**src/dms_params.svh**
```systemverilog
`ifndef DMS_PARAMS_SVH
`define DMS_PARAMS_SVH

// Register byte offsets
`define DMS_OFF_MODE_SEL 8'h00
`define DMS_OFF_STOP_LOGIC 8'h04
`define DMS_OFF_NET_CMD 8'h08
`define DMS_OFF_NET_FREQ 8'h0c
`define DMS_OFF_STATUS 8'h10
`define DMS_OFF_FREQ_SET 8'h14
`define DMS_OFF_FUNC_BASE 8'h20

// Reset values
`define DMS_RST_MODE_SEL 4'h0
`define DMS_RST_STOP_LOGIC 4'h0
`define DMS_RST_FUNC 8'h00

// Mode-select codes
`define DMS_SEL_PANEL 4'h1
`define DMS_SEL_EXT 4'h2
`define DMS_SEL_COMB1 4'h3
`define DMS_SEL_COMB2 4'h4
`define DMS_SEL_RUN 4'h6
`define DMS_SEL_ILOCK 4'h7

// Input function code of the panel interlock
`define DMS_FUNC_ILOCK 8'h0c

// Output-stop logic-select range that inverts polarity
`define DMS_INV_LO 4'h2
`define DMS_INV_HI 4'h5

// Network command register bits
`define DMS_CMD_TO_NET 0
`define DMS_CMD_TO_EXT 1

// Status register fields
`define DMS_ST_MODE_LSB 0
`define DMS_ST_ILOCK 2
`define DMS_ST_STOP 3
`define DMS_ST_PWE 4
`define DMS_ST_FWD 5
`define DMS_ST_REV 6

// AXI responses
`define DMS_RESP_OKAY 2'b00
`define DMS_RESP_SLVERR 2'b10

`endif

```
**src/dms_pkg.sv**
```systemverilog
package dms_pkg;
	typedef enum logic [1:0] {DMS_EXT, DMS_PANEL, DMS_NET} dms_mode_t;
endpackage : dms_pkg

```
**src/dms_mode_selector.sv**
```systemverilog
// Contract
// - Setting 6 allows mode changes among all three modes while running.
// - Leaving external keeps direction and last potentiometer frequency.
// - Carried-over frequency is discarded on power loss or reset.
// - Entering external takes direction and frequency from external inputs.
// - Panel and network switching keeps direction and frequency unchanged.
// - Network changes come by network command, panel changes by panel.
// - Setting 7 forces external mode while interlock is deasserted.
// - A terminal function code 12 routes the interlock to that terminal.
// - Without such a terminal the output-stop input serves as interlock.
// - Interlock asserted permits mode switching and parameter writes.
// - Interlock deasserted holds external, refuses changes, blocks writes.
// - Interlock deasserting in panel or network enters external regardless.
// - Change to panel refused while either start input is active.
// - Setting not 7 returns shared input to its output-stop role.
// - Interlock polarity follows logic-select; values 2 to 5 invert it.
// - Panel stop/reset key resets faults while interlock holds external.
// - Priority: mode select, interlock, network, panel, comm startup last.
//
// Decided for this implementation: the address map and register access over AXI4-Lite.
`timescale 1ns/1ps
`include "dms_params.svh"

module dms_mode_selector
	import dms_pkg::*;
#(
	parameter int NUM_TERM = 7,
	parameter int FREQ_W = 16
) (
	// Clock and reset
	input wire logic aclk,
	input wire logic aresetn,
	// AXI4-Lite slave
	input wire logic [7:0] s_axi_awaddr,
	input wire logic s_axi_awvalid,
	output logic s_axi_awready,
	input wire logic [31:0] s_axi_wdata,
	input wire logic [3:0] s_axi_wstrb,
	input wire logic s_axi_wvalid,
	output logic s_axi_wready,
	output logic [1:0] s_axi_bresp,
	output logic s_axi_bvalid,
	input wire logic s_axi_bready,
	input wire logic [7:0] s_axi_araddr,
	input wire logic s_axi_arvalid,
	output logic s_axi_arready,
	output logic [31:0] s_axi_rdata,
	output logic [1:0] s_axi_rresp,
	output logic s_axi_rvalid,
	input wire logic s_axi_rready,
	// External terminals
	input wire logic forward_start_input,
	input wire logic reverse_start_input,
	input wire logic output_stop_input,
	input wire logic [NUM_TERM-1:0] term_in,
	input wire logic [FREQ_W-1:0] ext_freq_cmd,
	// Operator panel
	input wire logic panel_mode_req,
	input wire logic panel_ext_req,
	input wire logic panel_freq_wr,
	input wire logic [FREQ_W-1:0] panel_freq,
	input wire logic panel_stop_reset_key,
	// Motor output control
	input wire logic motor_running,
	input wire logic fault_active,
	output dms_mode_t op_mode,
	output logic dir_fwd,
	output logic dir_rev,
	output logic [FREQ_W-1:0] freq_set,
	output logic output_stop_active,
	output logic param_write_enable,
	output logic fault_reset
);

	logic [NUM_TERM+2:0] sync1_reg, sync2_reg;
	logic fwd_s, rev_s, stop_s, start_any;
	logic [NUM_TERM-1:0] term_s, func_hit;
	logic [7:0] func_reg [NUM_TERM];
	logic [7:0] func_next [NUM_TERM];
	logic [3:0] sel_reg, sel_next, logic_reg, logic_next;
	logic aw_got_reg, aw_got_next, w_got_reg, w_got_next;
	logic [7:0] awaddr_reg, awaddr_next;
	logic [31:0] wdata_reg, wdata_next, wd;
	logic [3:0] wstrb_reg, wstrb_next;
	logic bvalid_reg, bvalid_next, rvalid_reg, rvalid_next;
	logic [1:0] bresp_reg, bresp_next;
	logic [31:0] rdata_reg, rdata_next;
	dms_mode_t mode_reg, mode_next;
	logic fwd_reg, fwd_next, rev_reg, rev_next;
	logic [FREQ_W-1:0] freq_reg, freq_next;
	logic stop_reg, stop_next, pwe_reg, pwe_next, frst_reg, frst_next;
	logic il_assigned, il_raw, inv, il_on, ilock_mode, il_ok;
	logic allow, to_net, to_ext, net_fw;

	assign fwd_s = sync2_reg[0];
	assign rev_s = sync2_reg[1];
	assign stop_s = sync2_reg[2];
	assign term_s = sync2_reg[NUM_TERM+2:3];
	assign start_any = fwd_s | rev_s;

	// Interlock source selection per terminal
	for (genvar i = 0; i < NUM_TERM; i++) begin : g_func
		assign func_hit[i] = (func_reg[i] == `DMS_FUNC_ILOCK);
	end

	assign il_assigned = |func_hit;
	assign il_raw = il_assigned ? |(func_hit & term_s) : stop_s;
	assign inv = (logic_reg >= `DMS_INV_LO) && (logic_reg <= `DMS_INV_HI);
	assign il_on = il_raw ^ inv;
	assign ilock_mode = (sel_reg == `DMS_SEL_ILOCK);
	assign il_ok = !ilock_mode || il_on;
	// Parameter writes need the interlock; running changes need setting 6
	assign allow = !motor_running || (sel_reg == `DMS_SEL_RUN);

	function automatic logic [31:0] merge(logic [31:0] old_v,
		logic [31:0] new_v, logic [3:0] strb);
		logic [31:0] r;
		r = old_v;
		for (int b = 0; b < 4; b++) begin
			if (strb[b]) begin
				r[b*8 +: 8] = new_v[b*8 +: 8];
			end
		end
		return r;
	endfunction : merge

	always_comb begin
		aw_got_next = aw_got_reg;
		w_got_next = w_got_reg;
		awaddr_next = awaddr_reg;
		wdata_next = wdata_reg;
		wstrb_next = wstrb_reg;
		bvalid_next = bvalid_reg;
		bresp_next = bresp_reg;
		rvalid_next = rvalid_reg;
		rdata_next = rdata_reg;
		sel_next = sel_reg;
		logic_next = logic_reg;
		func_next = func_reg;
		to_net = 1'b0;
		to_ext = 1'b0;
		net_fw = 1'b0;
		wd = 32'h0000_0000;
		if (s_axi_awvalid && s_axi_awready) begin
			aw_got_next = 1'b1;
			awaddr_next = s_axi_awaddr;
		end
		if (s_axi_wvalid && s_axi_wready) begin
			w_got_next = 1'b1;
			wdata_next = s_axi_wdata;
			wstrb_next = s_axi_wstrb;
		end
		if (s_axi_bvalid && s_axi_bready) begin
			bvalid_next = 1'b0;
		end
		if (aw_got_reg && w_got_reg && !bvalid_reg) begin
			aw_got_next = 1'b0;
			w_got_next = 1'b0;
			bvalid_next = 1'b1;
			bresp_next = `DMS_RESP_OKAY;
			case (awaddr_reg)
				`DMS_OFF_MODE_SEL: begin
					// Always writable, even under the interlock
					wd = merge({28'h0000000, sel_reg}, wdata_reg, wstrb_reg);
					sel_next = wd[3:0];
				end
				`DMS_OFF_STOP_LOGIC: begin
					wd = merge({28'h0000000, logic_reg}, wdata_reg, wstrb_reg);
					if (pwe_reg) begin
						logic_next = wd[3:0];
					end else begin
						bresp_next = `DMS_RESP_SLVERR;
					end
				end
				`DMS_OFF_NET_CMD: begin
					// Commands, not parameters: the mode logic judges them
					to_net = wstrb_reg[0] && wdata_reg[`DMS_CMD_TO_NET];
					to_ext = wstrb_reg[0] && wdata_reg[`DMS_CMD_TO_EXT];
				end
				`DMS_OFF_NET_FREQ: begin
					wd = merge({{(32-FREQ_W){1'b0}}, freq_reg}, wdata_reg, wstrb_reg);
					if (pwe_reg) begin
						net_fw = 1'b1;
					end else begin
						bresp_next = `DMS_RESP_SLVERR;
					end
				end
				default: begin
					bresp_next = `DMS_RESP_SLVERR;
					for (int i = 0; i < NUM_TERM; i++) begin
						if (awaddr_reg == 8'(`DMS_OFF_FUNC_BASE + 4*i)) begin
							wd = merge({24'h000000, func_reg[i]}, wdata_reg,
								wstrb_reg);
							if (pwe_reg) begin
								bresp_next = `DMS_RESP_OKAY;
								func_next[i] = wd[7:0];
							end
						end
					end
				end
			endcase
		end
		if (s_axi_rvalid && s_axi_rready) begin
			rvalid_next = 1'b0;
		end
		if (s_axi_arvalid && s_axi_arready) begin
			rvalid_next = 1'b1;
			rdata_next = 32'h0000_0000;
			case (s_axi_araddr)
				`DMS_OFF_MODE_SEL: rdata_next[3:0] = sel_reg;
				`DMS_OFF_STOP_LOGIC: rdata_next[3:0] = logic_reg;
				`DMS_OFF_NET_FREQ: rdata_next[FREQ_W-1:0] = freq_reg;
				`DMS_OFF_FREQ_SET: rdata_next[FREQ_W-1:0] = freq_reg;
				`DMS_OFF_STATUS: begin
					rdata_next[`DMS_ST_MODE_LSB +: 2] = mode_reg;
					rdata_next[`DMS_ST_ILOCK] = il_on;
					rdata_next[`DMS_ST_STOP] = stop_reg;
					rdata_next[`DMS_ST_PWE] = pwe_reg;
					rdata_next[`DMS_ST_FWD] = fwd_reg;
					rdata_next[`DMS_ST_REV] = rev_reg;
				end
				default: begin
					for (int i = 0; i < NUM_TERM; i++) begin
						if (s_axi_araddr == 8'(`DMS_OFF_FUNC_BASE + 4*i)) begin
							rdata_next[7:0] = func_reg[i];
						end
					end
				end
			endcase
		end
	end

	// Mode decision, highest priority first
	always_comb begin
		mode_next = mode_reg;
		if (sel_reg == `DMS_SEL_PANEL) begin
			mode_next = DMS_PANEL;
		end else if (sel_reg == `DMS_SEL_COMB1 || sel_reg == `DMS_SEL_COMB2) begin
			mode_next = DMS_EXT;
		end else if (!il_ok) begin
			// Start inputs do not matter here
			mode_next = DMS_EXT;
		end else if (allow && to_net && mode_reg != DMS_NET) begin
			mode_next = DMS_NET;
		end else if (allow && to_ext && mode_reg == DMS_NET) begin
			mode_next = DMS_EXT;
		end else if (allow && panel_mode_req && mode_reg != DMS_PANEL
			&& sel_reg != `DMS_SEL_EXT && !start_any) begin
			mode_next = DMS_PANEL;
		end else if (allow && panel_ext_req && mode_reg == DMS_PANEL) begin
			mode_next = DMS_EXT;
		end
		fwd_next = fwd_reg;
		rev_next = rev_reg;
		freq_next = freq_reg;
		if (mode_next == DMS_EXT) begin
			// Tracked every cycle so the last value is carried over on exit
			fwd_next = fwd_s && !rev_s;
			rev_next = rev_s && !fwd_s;
			freq_next = ext_freq_cmd;
		end else if (mode_next == mode_reg) begin
			// No loads on a switchover edge, so values carry over
			if (mode_reg == DMS_NET && net_fw) begin
				freq_next = wd[FREQ_W-1:0];
			end else if (mode_reg == DMS_PANEL && panel_freq_wr) begin
				freq_next = panel_freq;
			end
		end
		stop_next = (stop_s ^ inv) && !(ilock_mode && !il_assigned);
		pwe_next = il_ok;
		frst_next = panel_stop_reset_key && fault_active
			&& (mode_reg == DMS_PANEL || !il_ok);
	end

	always_ff @(posedge aclk) begin
		sync1_reg <= {term_in, output_stop_input, reverse_start_input,
			forward_start_input};
		sync2_reg <= sync1_reg;
		if (!aresetn) begin
			aw_got_reg <= 1'b0;
			w_got_reg <= 1'b0;
			awaddr_reg <= 8'h00;
			wdata_reg <= 32'h0000_0000;
			wstrb_reg <= 4'h0;
			bvalid_reg <= 1'b0;
			bresp_reg <= `DMS_RESP_OKAY;
			rvalid_reg <= 1'b0;
			rdata_reg <= 32'h0000_0000;
			sel_reg <= `DMS_RST_MODE_SEL;
			logic_reg <= `DMS_RST_STOP_LOGIC;
			for (int i = 0; i < NUM_TERM; i++) begin
				func_reg[i] <= `DMS_RST_FUNC;
			end
			mode_reg <= DMS_EXT;
			fwd_reg <= 1'b0;
			rev_reg <= 1'b0;
			freq_reg <= '0;
			stop_reg <= 1'b0;
			pwe_reg <= 1'b1;
			frst_reg <= 1'b0;
		end else begin
			aw_got_reg <= aw_got_next;
			w_got_reg <= w_got_next;
			awaddr_reg <= awaddr_next;
			wdata_reg <= wdata_next;
			wstrb_reg <= wstrb_next;
			bvalid_reg <= bvalid_next;
			bresp_reg <= bresp_next;
			rvalid_reg <= rvalid_next;
			rdata_reg <= rdata_next;
			sel_reg <= sel_next;
			logic_reg <= logic_next;
			func_reg <= func_next;
			mode_reg <= mode_next;
			fwd_reg <= fwd_next;
			rev_reg <= rev_next;
			freq_reg <= freq_next;
			stop_reg <= stop_next;
			pwe_reg <= pwe_next;
			frst_reg <= frst_next;
		end
	end

	assign s_axi_awready = !aw_got_reg && !bvalid_reg;
	assign s_axi_wready = !w_got_reg && !bvalid_reg;
	assign s_axi_bvalid = bvalid_reg;
	assign s_axi_bresp = bresp_reg;
	assign s_axi_arready = !rvalid_reg;
	assign s_axi_rvalid = rvalid_reg;
	assign s_axi_rdata = rdata_reg;
	assign s_axi_rresp = `DMS_RESP_OKAY;
	assign op_mode = mode_reg;
	assign dir_fwd = fwd_reg;
	assign dir_rev = rev_reg;
	assign freq_set = freq_reg;
	assign output_stop_active = stop_reg;
	assign param_write_enable = pwe_reg;
	assign fault_reset = frst_reg;
endmodule : dms_mode_selector

```
**config.mk**
```make
export PLATFORM = sky130hd
export DESIGN_NAME = dms_mode_selector
export DESIGN_NICKNAME = d
export VERILOG_FILES = /design/src/dms_pkg.sv /design/src/dms_mode_selector.sv
export VERILOG_INCLUDE_DIRS = /design/src
export SDC_FILE = /design/constraint.sdc
export NUM_CORES = 1
export LEC_CHECK = 0
export BUFFER_PORTS_ARGS = -buffer_cell sky130_fd_sc_hd__buf_2
export CAP_MARGIN = 20
export CORE_MARGIN = 2
export CORE_UTILIZATION = 54
export CTS_CLUSTER_DIAMETER = 150
export DETAILED_ROUTE_END_ITERATION = 8
export PLACE_DENSITY = 0.76
export SLEW_MARGIN = 20
export SYNTH_ARGS = -nofsm -noshare
export SYNTH_HDL_FRONTEND = slang
export SYNTH_SLANG_ARGS = --single-unit
```
**constraint.sdc**
```tcl
create_clock -name aclk -period 2.9 [get_ports aclk]
set_input_delay 0.29 -clock aclk [delete_from_list [all_inputs] [get_ports aclk]]
set_output_delay 0.29 -clock aclk [all_outputs]
set_load 0.05 [all_outputs]
```
==> impl_metrics.ini <==
[outcome]
status = complete, no violations

[route]
dr.max_layer_used = met4
totalWireLength_um = 21800
drc = 0
wl_met2_um = 10500
detail_route.wl_per_cell_um = 17.4
detail-route-antenna-nets = 0
wl_met1_um = 8740
drt-initial-drc-count = 854
vias = 7213
met3WireLength_um = 1740
dr.pass1.iters = 7
via_per_inst = 5.77

[clocking]
cts_root_buf = clkbuf_16
cts_max_level = 4
path_clk_slew_ns = 0.06
numCtsBuffers = 17
cts_tree = yes
clock_sinks = 154
clk_latency_ns = 0.43
clockBufferDepth = 2

[sta]
whs_ns = 0.0369
setup_violations = 0
hold_viol = 0
fmax_mhz = 356
layout_min_cycle_time_ns = 2.81
worstMarginPinSlew_ns = 0.688
slew_violations = 0
rsz0062_at_grt = no
relSlewSlack_pct = 53.9
setup_tns_ns = 0
fin_skew_ns = 0.00959
period_share_pct = 96.8

[floorplanning]
io_pins = 171
row_count = 42
core_area_mm2 = 0.0131
die-area_mm2 = 0.0142
die-width_um = 119
initial_core_util_pct = 54.7
die_h_um = 119

[worst_setup_path]
startpoint = sel_reg[0]
critPathLaunchType = register
critical_path_required_ns = 3.25
worstSetupPathType = reg2reg
cp_max_fo = 9
worstSetupEndpointType = register
arrival_ns = 3.16
r2r_start = sel_reg[0]

[place]
io_buffer_count = 133
place_congestion = 0.906
dp_hpwl_um = 15700

[grt]
grt_pass1_vias = 6915
grt_pass1_wl_um = 34600
grt_max_degree = 88
grt.total_usage_pct = 31.1
grt_antenna_before_repair = 0
gr-total-overflow = 0

[power]
cellPowerDensity_mw_per_mm2 = 571
p_leak_nw = 3.54
total_power_mw = 5.07
ir_worst_vdd_mv = 0.369

[run]
cap_violations = 0

[yosys]
avgSynthCellArea_um2 = 7.97
syn_area_mm2 = 0.00718
ys_types = 62
ys_ff_latch = 154
ys_seq_area_share_pct = 42.9
synth_edf_count = 0
synth_cells = 901
yosysWarnings = 0
dominantRegCellSynth = dfxtp_1
async_flop_share_pct = 0

[final_layout]
final_common_cell = nand2_1
n_antenna_cell = 0
drive_above_1_share_pct = 22.7
nets = 1169
largest_reg_flops = 56
area_growth_pct = 23.5
layout_common_cells = nand2_1 (229), dfxtp_1 (153), buf_2 (133)
fillerInstances = 1123

[min_path]
holdCritStartpoint = s_axi_rready
hp-class = in2reg
[cells by family (layout without fill, tap and decap cells)]
group                  after synthesis  count (layout)  share of synthesized area, %
AO/OA/AOI/OAI                      208             208                          19.5
XOR/XNOR                             4               4                         0.488
buffers and inverters               84             239                          5.73
flip-flops                         154             154                          42.9
multiplexers                        40              40                          5.63
other                                1              19                        0.0522
AND/OR/NAND/NOR                    410             410                          25.7
[critical path, cell delays in order (launching register included)]
cell	delay, ns
dfxtp_1	0.34
or4b_1	0.56
nand4_2	0.17
a2bb2oi_1	0.24
nor3_2	0.10
o31ai_1	0.31
a22oi_2	0.10
o2bb2ai_2	0.19
buf_4	0.18
a311o_1	0.13
buf_4	0.20
mux2i_1	0.21
[routing by layer]
metal | GRT usage (%) | up-vias
li1 | - | 3470
met1 | 37.0 | 3356
met2 | 52.6 | 326
met3 | 7.95 | 61
met4 | 14.2 | 0
met5 | 0 | -
[final timing paths]
| path | to | slack [ns] | cells past startpoint |
|---|---|---|---|
| max | freq_set[12] | 0.09 | 11 |
| min | s_axi_rvalid | 0.04 | 2 |
| max reg2reg | freq_set[12] | 0.09 | 11 |
| min reg2reg | sync2_reg[4] | 0.32 | 0 |
[power breakdown]
part           internal (mW)  switching (mW)
Clock                   1.19           0.906
Sequential              2.19          0.0822
Combinational          0.224           0.476
Total                   3.60            1.46
[cell usage after synthesis (all sizes together), types with 4 or more instances]
master	number	area, um^2
a222oi	8	80.1
nor4	9	71.3
o31ai	7	52.6
a22oi	10	80.1
nor2	68	260
and2	7	43.8
mux2i	37	370
o21ai	13	65.1
and3	6	37.5
nand3b	5	37.5
nor3	20	110
nand4	8	56.3
nor4b	5	58.8
o41ai	4	65.1
nand3	29	145
a221oi	4	35.0
a211oi	17	138
a31oi	10	62.6
nand2b	5	31.3
o311ai	7	61.3
o211ai	5	42.5
nand2	229	860
or2	4	25.0
a311o	9	90.1
or3	6	37.5
a21oi	102	510
inv	13	48.8
dfxtp	154	3080
buf	35	228
clkbuf	36	135
[cell type report]
| class | count | area [um^2] | share of cell area [%] |
|---|---|---|---|
| Clock buffer | 19 | 433 | 4.88 |
| Clock inverter | 12 | 118 | 1.33 |
| Inverter | 13 | 50.0 | 0.564 |
| Multi-Input combinational cell | 681 | 3790 | 42.7 |
| Sequential cell | 154 | 3080 | 34.7 |
| Tap cell | 176 | 220 | 2.48 |
| Timing Repair Buffer | 195 | 1180 | 13.3 |
[stage by stage]
step | area [um^2] | util, % | std cells | worst slack (ns)
finish | 8880 | 67.6 | 1250 | 0.0942
global route | 8880 | 67.6 | 1250 | 0.0304
CTS | 8840 | 67.3 | 1249 | 0.0715
detailed placement | 8190 | 62.3 | 1208 | 0.0990
global placement | 8190 | 62.3 | 1208 | 0.172
floorplan | 7250 | - | 919 | 0.00864
[repair_timing]
action                     4_1_cts  5_1_grt
setup buffers                    0        1
hold endpoints to repair        10        0
resized for setup                0        8
setup endpoints to repair        0       16
hold buffers                    10        0
Note: power is estimated with default switching activity, not from simulation.
